## src/daq_ctrl_pkg.sv

```systemverilog
// constants shared by the board control register bank
// assumes a 32-bit ahb-lite fabric; printed offsets are register indices
package daq_ctrl_pkg;
	// register indices as printed; byte address is four times the index
	localparam logic [5:0] IDX_CHANNEL_READBACK = 6'h0a;
	localparam logic [5:0] IDX_CAL_SERIAL = 6'h0b;
	localparam logic [5:0] IDX_IRQ_ENABLE = 6'h0c;
	localparam logic [5:0] IDX_FORMAT_SELECT = 6'h0d;
	localparam logic [5:0] IDX_SECOND_DAC = 6'h0e;
	localparam logic [5:0] IDX_DIO_LOW = 6'h10;
	localparam logic [5:0] IDX_DIO_HIGH = 6'h11;
	localparam logic [5:0] IDX_TIMER_FIRST = 6'h14;
	localparam logic [5:0] IDX_TIMER_LAST = 6'h17;
	localparam logic [5:0] IDX_DAC_MODE = 6'h18;
	localparam logic [5:0] IDX_DIO_RESET = 6'h19;
	localparam logic [5:0] IDX_FIRST_DAC = 6'h08;
	localparam logic [5:0] IDX_CAL_VALUE = 6'h20;
	// command values
	localparam logic [7:0] IRQ_ON_VALUE = 8'h10;
	localparam logic [7:0] IRQ_OFF_VALUE = 8'h00;
	localparam logic [7:0] MODE_ONE_VALUE = 8'h01;
	localparam logic [7:0] MODE_ZERO_VALUE = 8'h00;
	// serial calibration field positions
	localparam int CAL_DATA_BIT = 7;
	localparam int CAL_CLOCK_BIT = 0;
	localparam logic [3:0] CAL_WRITES = 4'd11;
	localparam logic [7:0] CAL_RESET_VALUE = 8'h80;
	localparam logic [3:0] CHANNEL_RESET = 4'h0;
	typedef enum logic [1:0] {
		CAL_ADDR = 2'b00,
		CAL_DATA = 2'b01,
		CAL_END = 2'b10
	} cal_state_t;
endpackage
```

## src/ahb_req_if.sv

```systemverilog
// bundle carrying one decoded register access from the slave front end
// assumes a single clock shared by both ends
`timescale 1ns/1ns
interface ahb_req_if;
	logic wrStb;
	logic rdStb;
	logic [5:0] idx;
	logic [31:0] wdata;
	modport front (output wrStb, output rdStb, output idx, output wdata);
	modport bank (input wrStb, input rdStb, input idx, input wdata);
endinterface

```

## src/ahb_front.sv

```systemverilog
// ahb-lite slave front end: captures address phase, emits one strobe
// assumes single whole-word transfers; always OKAY, zero wait states on writes, one on reads
`timescale 1ns/1ns
module ahb_front (
	input wire logic mclk,
	input wire logic rst_n,
	input wire logic hsel,
	input wire logic [31:0] haddr,
	input wire logic [1:0] htrans,
	input wire logic hwrite,
	input wire logic hready,
	input wire logic [31:0] hwdata,
	ahb_req_if.front req
);
	logic wrPend_ff;
	logic rdPend_ff;
	logic [5:0] idx_ff;
	wire take = hsel & hready & htrans[1];
	// address phase registered, strobes fire in the data phase
	always_ff @(posedge mclk) begin
		if (!rst_n) begin
			wrPend_ff <= 1'b0;
			rdPend_ff <= 1'b0;
			idx_ff <= 6'h00;
		end else begin
			wrPend_ff <= take & hwrite;
			rdPend_ff <= take & ~hwrite;
			if (take) begin
				idx_ff <= haddr[7:2];
			end
		end
	end
	assign req.wrStb = wrPend_ff;
	assign req.rdStb = rdPend_ff;
	assign req.idx = idx_ff;
	assign req.wdata = hwdata;
endmodule // ahb_front

```

## src/daq_board_control_registers.sv

```systemverilog
// board control register bank behind an ahb-lite slave
// assumes converter, fifo and scan logic drive status inputs on mclk
// Behaviour
// - channel readback shows channel in use
// - top channel bit ignored in differential mode
// - scan flag low before end, high after
// - end flag zero at scan end
// - four 8-bit calibration pots, 2-bit select
// - eleven writes: address, value, termination
// - serial bit 7, clock bit 0
// - irq at fifo half full when enabled
// - 10 enables interrupts, 00 disables
// - full fifo pauses conversions
// - binary offset default, 01 twos complement
// - second dac word register like first
// - simultaneous mode updates from first dac writes
// - low group input reads pins 0-7
// - high group input reads pins 8-15
// - group write sets output, drives value
// - output group reads last written value
// - write to 19 returns groups to input
// - 01 automatic dac, 00 simultaneous
// - counter-timer at offsets 14 to 17
`timescale 1ns/1ns
module daq_board_control_registers (
	input wire logic mclk,
	input wire logic rst_n,
	// ahb-lite slave
	input wire logic hsel,
	input wire logic [31:0] haddr,
	input wire logic [1:0] htrans,
	input wire logic hwrite,
	input wire logic [2:0] hsize,
	input wire logic hready,
	input wire logic [31:0] hwdata,
	output logic [31:0] hrdata,
	output logic hreadyout,
	output logic hresp,
	// converter side status
	input wire logic [3:0] channelInUse,
	input wire logic diffMode,
	input wire logic scanUnderIn,
	input wire logic scanAtEnd,
	input wire logic fifoHalfFull,
	input wire logic fifoFull,
	output logic convPause,
	output logic twosComplement,
	output logic irqReq,
	// dac side
	output logic [15:0] secondDacWord,
	output logic secondDacLoad,
	output logic firstDacUpdate,
	output logic dacAutoMode,
	// counter-timer window
	output logic timerWrStb,
	output logic timerRdStb,
	output logic [1:0] timerSel,
	output logic [7:0] timerWdata,
	input wire logic [7:0] timerRdata,
	// calibration pots
	output logic [7:0] calPot0,
	output logic [7:0] calPot1,
	output logic [7:0] calPot2,
	output logic [7:0] calPot3,
	// digital io pins
	input wire logic [15:0] dioIn,
	output logic [15:0] dioOut,
	output logic [15:0] dioOe
);
	import daq_ctrl_pkg::*;

	ahb_req_if req ();

	ahb_front u_front (
		.mclk(mclk),
		.rst_n(rst_n),
		.hsel(hsel),
		.haddr(haddr),
		.htrans(htrans),
		.hwrite(hwrite),
		.hready(hready),
		.hwdata(hwdata),
		.req(req.front)
	);

	logic [15:0] dioSync1_ff;
	logic [15:0] dioSync2_ff;
	logic irqEn_ff;
	logic twos_ff;
	logic autoMode_ff;
	logic outLow_ff;
	logic outHigh_ff;
	logic [15:0] dioLatch_ff;
	logic [15:0] dac2_ff;
	logic dac2Load_ff;
	logic dac1Upd_ff;
	logic irq_ff;
	logic pause_ff;
	logic [31:0] rdata_ff;
	logic tWr_ff;
	logic tRd_ff;
	logic [1:0] tSel_ff;
	logic [7:0] tData_ff;
	cal_state_t calState_ff;
	logic [3:0] calCount_ff;
	logic [1:0] calSel_ff;
	logic [7:0] calShift_ff;
	logic [7:0] calPot_ff [4];
	logic hresp_ff;
	// loader next values, worked out beside the registers to keep the clocked block short
	cal_state_t nxt_calState;
	logic [3:0] nxt_calCount;
	logic [1:0] nxt_calSel;
	logic [7:0] nxt_calShift;
	logic calCommit;

	// write decode from the registered address phase
	wire [7:0] wByte = req.wdata[7:0];
	wire wrFormat = req.wrStb & (req.idx == IDX_FORMAT_SELECT);
	wire wrIrq = req.wrStb & (req.idx == IDX_IRQ_ENABLE);
	wire wrCal = req.wrStb & (req.idx == IDX_CAL_SERIAL);
	wire wrDac2 = req.wrStb & (req.idx == IDX_SECOND_DAC);
	wire wrDac1 = req.wrStb & (req.idx == IDX_FIRST_DAC);
	wire wrLow = req.wrStb & (req.idx == IDX_DIO_LOW);
	wire wrHigh = req.wrStb & (req.idx == IDX_DIO_HIGH);
	wire wrMode = req.wrStb & (req.idx == IDX_DAC_MODE);
	wire wrDioRst = req.wrStb & (req.idx == IDX_DIO_RESET);
	wire inTimer = (req.idx >= IDX_TIMER_FIRST) & (req.idx <= IDX_TIMER_LAST);
	wire calClk = wByte[CAL_CLOCK_BIT];
	wire calBit = wByte[CAL_DATA_BIT];
	wire calStep = wrCal & calClk;
	// only the documented command bytes act; any other byte leaves the setting alone
	wire irqOnCmd = wrIrq & (wByte == IRQ_ON_VALUE);
	wire irqOffCmd = wrIrq & (wByte == IRQ_OFF_VALUE);
	wire twosOnCmd = wrFormat & (wByte == MODE_ONE_VALUE);
	wire twosOffCmd = wrFormat & (wByte == MODE_ZERO_VALUE);
	wire autoOnCmd = wrMode & (wByte == MODE_ONE_VALUE);
	wire autoOffCmd = wrMode & (wByte == MODE_ZERO_VALUE);

	// top channel bit means nothing in differential mode, so read it as zero
	wire [3:0] chanShown = {channelInUse[3] & ~diffMode, channelInUse[2:0]};
	wire [7:0] chanByte = {2'b00, scanUnderIn, ~scanAtEnd, chanShown};
	// input groups read synced pins, output groups their latch
	wire [7:0] lowByte = outLow_ff ? dioLatch_ff[7:0] : dioSync2_ff[7:0];
	wire [7:0] highByte = outHigh_ff ? dioLatch_ff[15:8] : dioSync2_ff[15:8];
	wire [1:0] potIdx = req.idx[1:0];
	wire rdIsChan = req.idx == IDX_CHANNEL_READBACK;
	wire rdIsLow = req.idx == IDX_DIO_LOW;
	wire rdIsHigh = req.idx == IDX_DIO_HIGH;
	wire rdIsPot = req.idx[5:2] == IDX_CAL_VALUE[5:2];
	wire [7:0] rdSel = rdIsChan ? chanByte :
		rdIsLow ? lowByte :
		rdIsHigh ? highByte :
		rdIsPot ? calPot_ff[potIdx] :
		inTimer ? timerRdata : 8'h00;

	// pin synchroniser; only the second stage is read
	always_ff @(posedge mclk) begin
		dioSync1_ff <= dioIn;
		dioSync2_ff <= dioSync1_ff;
	end

	// mode and enable registers
	always_ff @(posedge mclk) begin
		if (!rst_n) begin
			irqEn_ff <= 1'b0;
			twos_ff <= 1'b0;
			autoMode_ff <= 1'b0;
		end else begin
			if (irqOnCmd) begin
				irqEn_ff <= 1'b1;
			end else if (irqOffCmd) begin
				irqEn_ff <= 1'b0;
			end
			if (twosOnCmd) begin
				twos_ff <= 1'b1;
			end else if (twosOffCmd) begin
				twos_ff <= 1'b0;
			end
			if (autoOnCmd) begin
				autoMode_ff <= 1'b1;
			end else if (autoOffCmd) begin
				autoMode_ff <= 1'b0;
			end
		end
	end

	// digital io direction; a group write beats a same-cycle reset write, which cannot coincide anyway
	always_ff @(posedge mclk) begin
		if (!rst_n) begin
			outLow_ff <= 1'b0;
			outHigh_ff <= 1'b0;
			dioLatch_ff <= 16'h0000;
		end else begin
			if (wrDioRst) begin
				outLow_ff <= 1'b0;
				outHigh_ff <= 1'b0;
			end
			if (wrLow) begin
				outLow_ff <= 1'b1;
				dioLatch_ff[7:0] <= wByte;
			end
			if (wrHigh) begin
				outHigh_ff <= 1'b1;
				dioLatch_ff[15:8] <= wByte;
			end
		end
	end

	// dac word and update strobes
	always_ff @(posedge mclk) begin
		if (!rst_n) begin
			dac2_ff <= 16'h0000;
			dac2Load_ff <= 1'b0;
			dac1Upd_ff <= 1'b0;
		end else begin
			if (wrDac2) dac2_ff <= req.wdata[15:0];
			dac2Load_ff <= wrDac2;
			// in simultaneous mode the first dac write commits both outputs
			dac1Upd_ff <= wrDac1 & ~autoMode_ff;
		end
	end

	// fifo driven interrupt and conversion pause
	always_ff @(posedge mclk) begin
		if (!rst_n) begin
			irq_ff <= 1'b0;
			pause_ff <= 1'b0;
		end else begin
			irq_ff <= irqEn_ff & fifoHalfFull;
			pause_ff <= fifoFull;
		end
	end

	// counter-timer window passes byte accesses through
	always_ff @(posedge mclk) begin
		if (!rst_n) begin
			tWr_ff <= 1'b0;
			tRd_ff <= 1'b0;
			tSel_ff <= 2'b00;
			tData_ff <= 8'h00;
		end else begin
			tWr_ff <= req.wrStb & inTimer;
			tRd_ff <= req.rdStb & inTimer;
			if (req.wrStb | req.rdStb) tSel_ff <= req.idx[1:0];
			if (req.wrStb) tData_ff <= wByte;
		end
	end

	// loader next state: two address bits, eight value bits, then the end write
	always_comb begin
		nxt_calState = calState_ff;
		nxt_calCount = calCount_ff;
		nxt_calSel = calSel_ff;
		nxt_calShift = calShift_ff;
		calCommit = 1'b0;
		// writes with the serial clock bit low are ignored, so a stray byte cannot shift
		if (calStep) begin
			nxt_calCount = calCount_ff + 4'd1;
			case (calState_ff)
				CAL_ADDR: begin
					nxt_calSel = {calSel_ff[0], calBit};
					if (calCount_ff == 4'd1) begin
						nxt_calState = CAL_DATA;
					end
				end
				CAL_DATA: begin
					nxt_calShift = {calShift_ff[6:0], calBit};
					if (calCount_ff == CAL_WRITES - 4'd2) begin
						nxt_calState = CAL_END;
					end
				end
				CAL_END: begin
					// the terminating write commits; its serial bit carries nothing
					calCommit = 1'b1;
					nxt_calState = CAL_ADDR;
					nxt_calCount = 4'd0;
				end
				default: begin
					nxt_calState = CAL_ADDR;
					nxt_calCount = 4'd0;
				end
			endcase
		end
	end

	// loader registers; pots restart at mid-scale
	always_ff @(posedge mclk) begin
		if (!rst_n) begin
			calState_ff <= CAL_ADDR;
			calCount_ff <= 4'd0;
			calSel_ff <= 2'b00;
			calShift_ff <= 8'h00;
			for (int i = 0; i < 4; i++) begin
				calPot_ff[i] <= CAL_RESET_VALUE;
			end
		end else begin
			calState_ff <= nxt_calState;
			calCount_ff <= nxt_calCount;
			calSel_ff <= nxt_calSel;
			calShift_ff <= nxt_calShift;
			if (calCommit) begin
				calPot_ff[calSel_ff] <= calShift_ff;
			end
		end
	end

	// a taken read needs one wait state, since its data comes from a registered mux
	wire readTake = hsel & hready & htrans[1] & ~hwrite;
	// read data captured one cycle after the data phase begins; hready held low for it
	always_ff @(posedge mclk) begin
		if (!rst_n) begin
			rdata_ff <= 32'h00000000;
			hreadyout <= 1'b1;
			hresp_ff <= 1'b0;
		end else begin
			hreadyout <= ~readTake;
			// no error case exists; the flop only keeps every output registered
			hresp_ff <= 1'b0;
			if (req.rdStb) rdata_ff <= {24'h000000, rdSel};
		end
	end

	assign hrdata = rdata_ff;
	assign hresp = hresp_ff;
	assign convPause = pause_ff;
	assign twosComplement = twos_ff;
	assign irqReq = irq_ff;
	assign secondDacWord = dac2_ff;
	assign secondDacLoad = dac2Load_ff;
	assign firstDacUpdate = dac1Upd_ff;
	assign dacAutoMode = autoMode_ff;
	assign timerWrStb = tWr_ff;
	assign timerRdStb = tRd_ff;
	assign timerSel = tSel_ff;
	assign timerWdata = tData_ff;
	assign calPot0 = calPot_ff[0];
	assign calPot1 = calPot_ff[1];
	assign calPot2 = calPot_ff[2];
	assign calPot3 = calPot_ff[3];
	assign dioOut = dioLatch_ff;
	assign dioOe = {{8{outHigh_ff}}, {8{outLow_ff}}};
endmodule // daq_board_control_registers

```

## config.mk

```make
export PLATFORM = sky130hd
export DESIGN_NAME = daq_board_control_registers
export DESIGN_NICKNAME = d
export VERILOG_FILES = /design/src/daq_ctrl_pkg.sv /design/src/ahb_req_if.sv /design/src/ahb_front.sv /design/src/daq_board_control_registers.sv
export SDC_FILE = /design/constraint.sdc
export NUM_CORES = 1
export LEC_CHECK = 0
export ABC_AREA = 1
export BUFFER_PORTS_ARGS = -buffer_cell sky130_fd_sc_hd__buf_4
export CORE_UTILIZATION = 52
export DETAILED_ROUTE_END_ITERATION = 8
export PLACE_DENSITY = 0.89
export SYNTH_ARGS = -nofsm -noshare
export SYNTH_HDL_FRONTEND = slang
export SYNTH_SLANG_ARGS = --single-unit
```

## constraint.sdc

```tcl
create_clock -name mclk -period 4.63 [get_ports mclk]
set_input_delay 0.2315 -clock mclk [delete_from_list [all_inputs] [get_ports mclk]]
set_output_delay 0.2315 -clock mclk [all_outputs]
set_load 0.02 [all_outputs]
```

==> impl_metrics.tcl <==
set metrics [dict create \
    crit_path_start_kind "flop" \
    r2r-start "u_front.req.wrStb" \
    synth_cell_type_count 34 \
    first_global_vias 5296 \
    rsz0062_at_grt "false" \
    insertion_delay_ps 420 \
    seq_power_share 0.472 \
    yosys.area.top_type_share 0.396 \
    power.total_uw 2990 \
    worst_slew_pin_slew_ps 1190 \
    synth-edff-count 32 \
    reg2reg_to "calPot_ff[1][6]" \
    seq_area_frac_synth 0.555 \
    hpwl_mm 11.3 \
    routedWlPerCell_um 15.6 \
    cts-root-buf "clkbuf_16" \
    min_path_cells 3 \
    finalSetupTns_ps 0 \
    p_leak_uw 0.00339 \
    setup_viol 0 \
    cap_violations 0 \
    synth-seq-cells 152 \
    drt_pass1_iterations 5 \
    grt_pass1_wl_mm 25.4 \
    worstPathCellList "nand2_1 -> nor3_1 -> nand3_2 -> nor2_4 -> nand2_2 -> o21ai_0" \
    synthTopCellsByArea "dfxtp_1, edfxtp_1, nand2_1" \
    dieHeight_um 110 \
    grt_max_degree 56 \
    critPathKind "flop to flop" \
    relSlewSlack 0.195 \
    min_from "hwdata[15]" \
    cts_buffer_depth 2 \
    yosysTopAreaCell "dfxtp_1" \
    cts_tree "yes" \
    drtIter0Drc 324 \
    num_rows 39 \
    drv_slew 0 \
    ys_warn_count 0 \
    die_area_um2 12100 \
    cp.arrival_ps 3250 \
    worst_hold_path_type "input port to flop" \
    internal-power_uw 2300 \
    routabilityCongestion 0.862 \
    worst_path_largest_cell_delay_ps 1020 \
    power_frac_comb 0.072 \
    hold_viol 0 \
    synthArstFlopShare 0 \
    grt_usage 0.283 \
    core_um2 11400 \
    min_period_ps 3210 \
    drive_gt1_frac 0.244 \
    required_ps 4670 \
    status "completed" \
    layout_setup_ws_ps 1420 \
    dp_slack_ps 1450 \
    critPathTopFamily "simple AND/OR/NAND/NOR gates" \
    io_buffers 167 \
    cts.sinks 152 \
    antenna_found_initial 0 \
    nNetsFinal 991 \
    rr_worst_depth 6 \
    ys.flop_type "dfxtp_1" \
    area.growth.synth_to_final_pct 31.0 \
    holdPathEnd "secondDacWord[15]" \
    critPathSlowestCell "o21ai_0" \
    cts_buffers 17 \
    drt_wl_total_mm 16.2 \
    cts.clk_slew.worst_paths_ps 60 \
    ioPinCount 239 \
    gr-total-overflow 0 \
    swShare 0.229 \
    switching_power_uw 685 \
    num_antenna_cells 0 \
    vias 5373 \
    powerDensity_nw_per_um2 377 \
    postSynthAreaPerCell_um2 8.42 \
    syn_area_um2 6060 \
    crit_fanout 20 \
    htree_levels 4 \
    crit_path_end_kind "flop" \
    synthCells 720 \
    worst-path-buf-inv 0 \
    vdd_ir_drop_max_mv 0.239 \
    fmax_mhz 311 \
    period_share 0.693 \
    vias_per_cell 5.18 \
    start_util 0.533 \
    r2r_setup_slack_ps 1420 \
    ant_nets 0 \
    drc 0 \
    p_clk_frac 0.455 \
    finClkSkew_ps 6.51 \
    post-cts-setup-buffers 0 \
    die_w_um 110 \
]
[worst max path at each step]
stage          slack [ps]               to  cells after the start          startpoint
2_1_floorplan        2580  calPot_ff[1][0]                      6  u_front.req.idx[3]
3_3_place_gp         1540  calPot_ff[1][6]                      6   u_front.req.wrStb
3_5_place_dp         1450  calPot_ff[1][6]                      6   u_front.req.wrStb
6_report             1420  calPot_ff[1][6]                      6   u_front.req.wrStb
5_1_grt              1140  calPot_ff[1][6]                      6   u_front.req.wrStb
4_1_cts              1440  calPot_ff[1][6]                      6   u_front.req.wrStb
[sequential cells by signal (all words and copies together), names as in the netlist, 2 cells and up, named ones only]
name and flops:
calPot_ff 32, dioOut 16, dioSync1_ff 16, dioSync2_ff 16, secondDacWord 16, calShift_ff 8
hrdata 8, timerWdata 8, u_front.req.idx 6, calCount_ff 4, calSel_ff 2, calState_ff 2
timerSel 2
[per-layer routing]
layer	vias up	part of all wire	GRT usage
met5	-	0	0
li1	2613	-	-
met2	240	0.49	0.482
met1	2487	0.40	0.328
met3	33	0.082	0.0800
met4	0	0.024	0.134
[worst reg2reg max path, stage by stage, from the launching register on]
cell and delay [ps]:
dfxtp_1 730, nand2_1 170, nor3_1 350, nand3_2 170, nor2_4 160, nand2_2 230, o21ai_0 1020
[layout make-up]
| cell class | count | area, um^2 |
|---|---|---|
| Clock buffer | 23 | 509 |
| Fill cell | 858 | 3430 |
| Clock inverter | 9 | 85.1 |
| Sequential cell | 152 | 3360 |
| Tap cell | 143 | 179 |
| Inverter | 62 | 234 |
| Timing Repair Buffer | 185 | 1430 |
| Multi-Input combinational cell | 464 | 2130 |
[stage by stage]
stage | cells | hold slack, ps | cell area (um^2) | util
finish | 1038 | 27.2 | 7940 | 0.698
floorplan | 744 | 259 | 6150 | -
CTS | 1038 | 21.4 | 7940 | 0.698
global route | 1038 | 32.6 | 7940 | 0.698
detailed placement | 988 | 313 | 7160 | 0.630
global placement | 988 | 311 | 7160 | 0.630
[cell usage after synthesis (2+ instances only)]
cell type and n:
a21oi_1 53, clkinv_1 3, nand2_1 136, nand4_2 2
ha_1 2, nor2_2 3, nand2_2 3, nand4_1 13
buf_4 41, a211oi_1 10, nand3_1 45, nor3_2 4
clkbuf_1 14, buf_1 2, buf_2 8, nor3_1 9
inv_2 4, inv_1 54, edfxtp_1 32, o21ai_0 54
nor2_1 96, dfxtp_1 120
[power by group through the flow]
stage                     clock network, uW  logic (uW)  registers, uW
final                                  1360         215           1410
after global routing                   1430         235           1420
after CTS                              1370         214           1410
after detailed placement                  0         201           1440
after global placement                    0         198           1440
after floorplan                           0         103           1460
[layout by cell type (no fill, tap or decap), types with 2 or more instances in the layout]
cell | Yosys | layout
nand3_1 | 45 | 45
clkbuf_16 | 0 | 18
inv_2 | 4 | 4
inv_1 | 54 | 54
clkbuf_8 | 0 | 4
edfxtp_1 | 32 | 32
clkinv_2 | 1 | 3
nor3_1 | 9 | 9
inv_4 | 0 | 2
o21ai_0 | 54 | 54
a211oi_1 | 10 | 10
nor2_2 | 3 | 3
nor2_1 | 96 | 96
clkinvlp_4 | 0 | 2
a21oi_1 | 53 | 53
ha_1 | 2 | 2
dfxtp_1 | 120 | 120
clkinv_1 | 3 | 3
nand2_2 | 3 | 3
buf_4 | 41 | 167
nand4_1 | 13 | 13
nand2_1 | 136 | 136
nand4_2 | 2 | 2
dlygate4sd3_1 | 0 | 18
nor3_2 | 4 | 4
conb_1 | 1 | 25
[cells by family after synthesis]
kind of cell | Yosys count | share of synthesized area
adder cells (fa/ha/maj) | 2 | 0.00413
AND/OR/NAND/NOR | 316 | 0.226
buffers and inverters | 128 | 0.108
XOR/XNOR | 2 | 0.00289
AO/OA/AOI/OAI | 119 | 0.103
flip-flops | 152 | 0.555
other | 1 | 0.000619
[repair_timing]
action | CTS | global route
resized for setup | 0 | 0
hold buffers | 18 | 0
endpoints found under the hold margin | 18 | 0
Power figures use the tool's default switching activity.
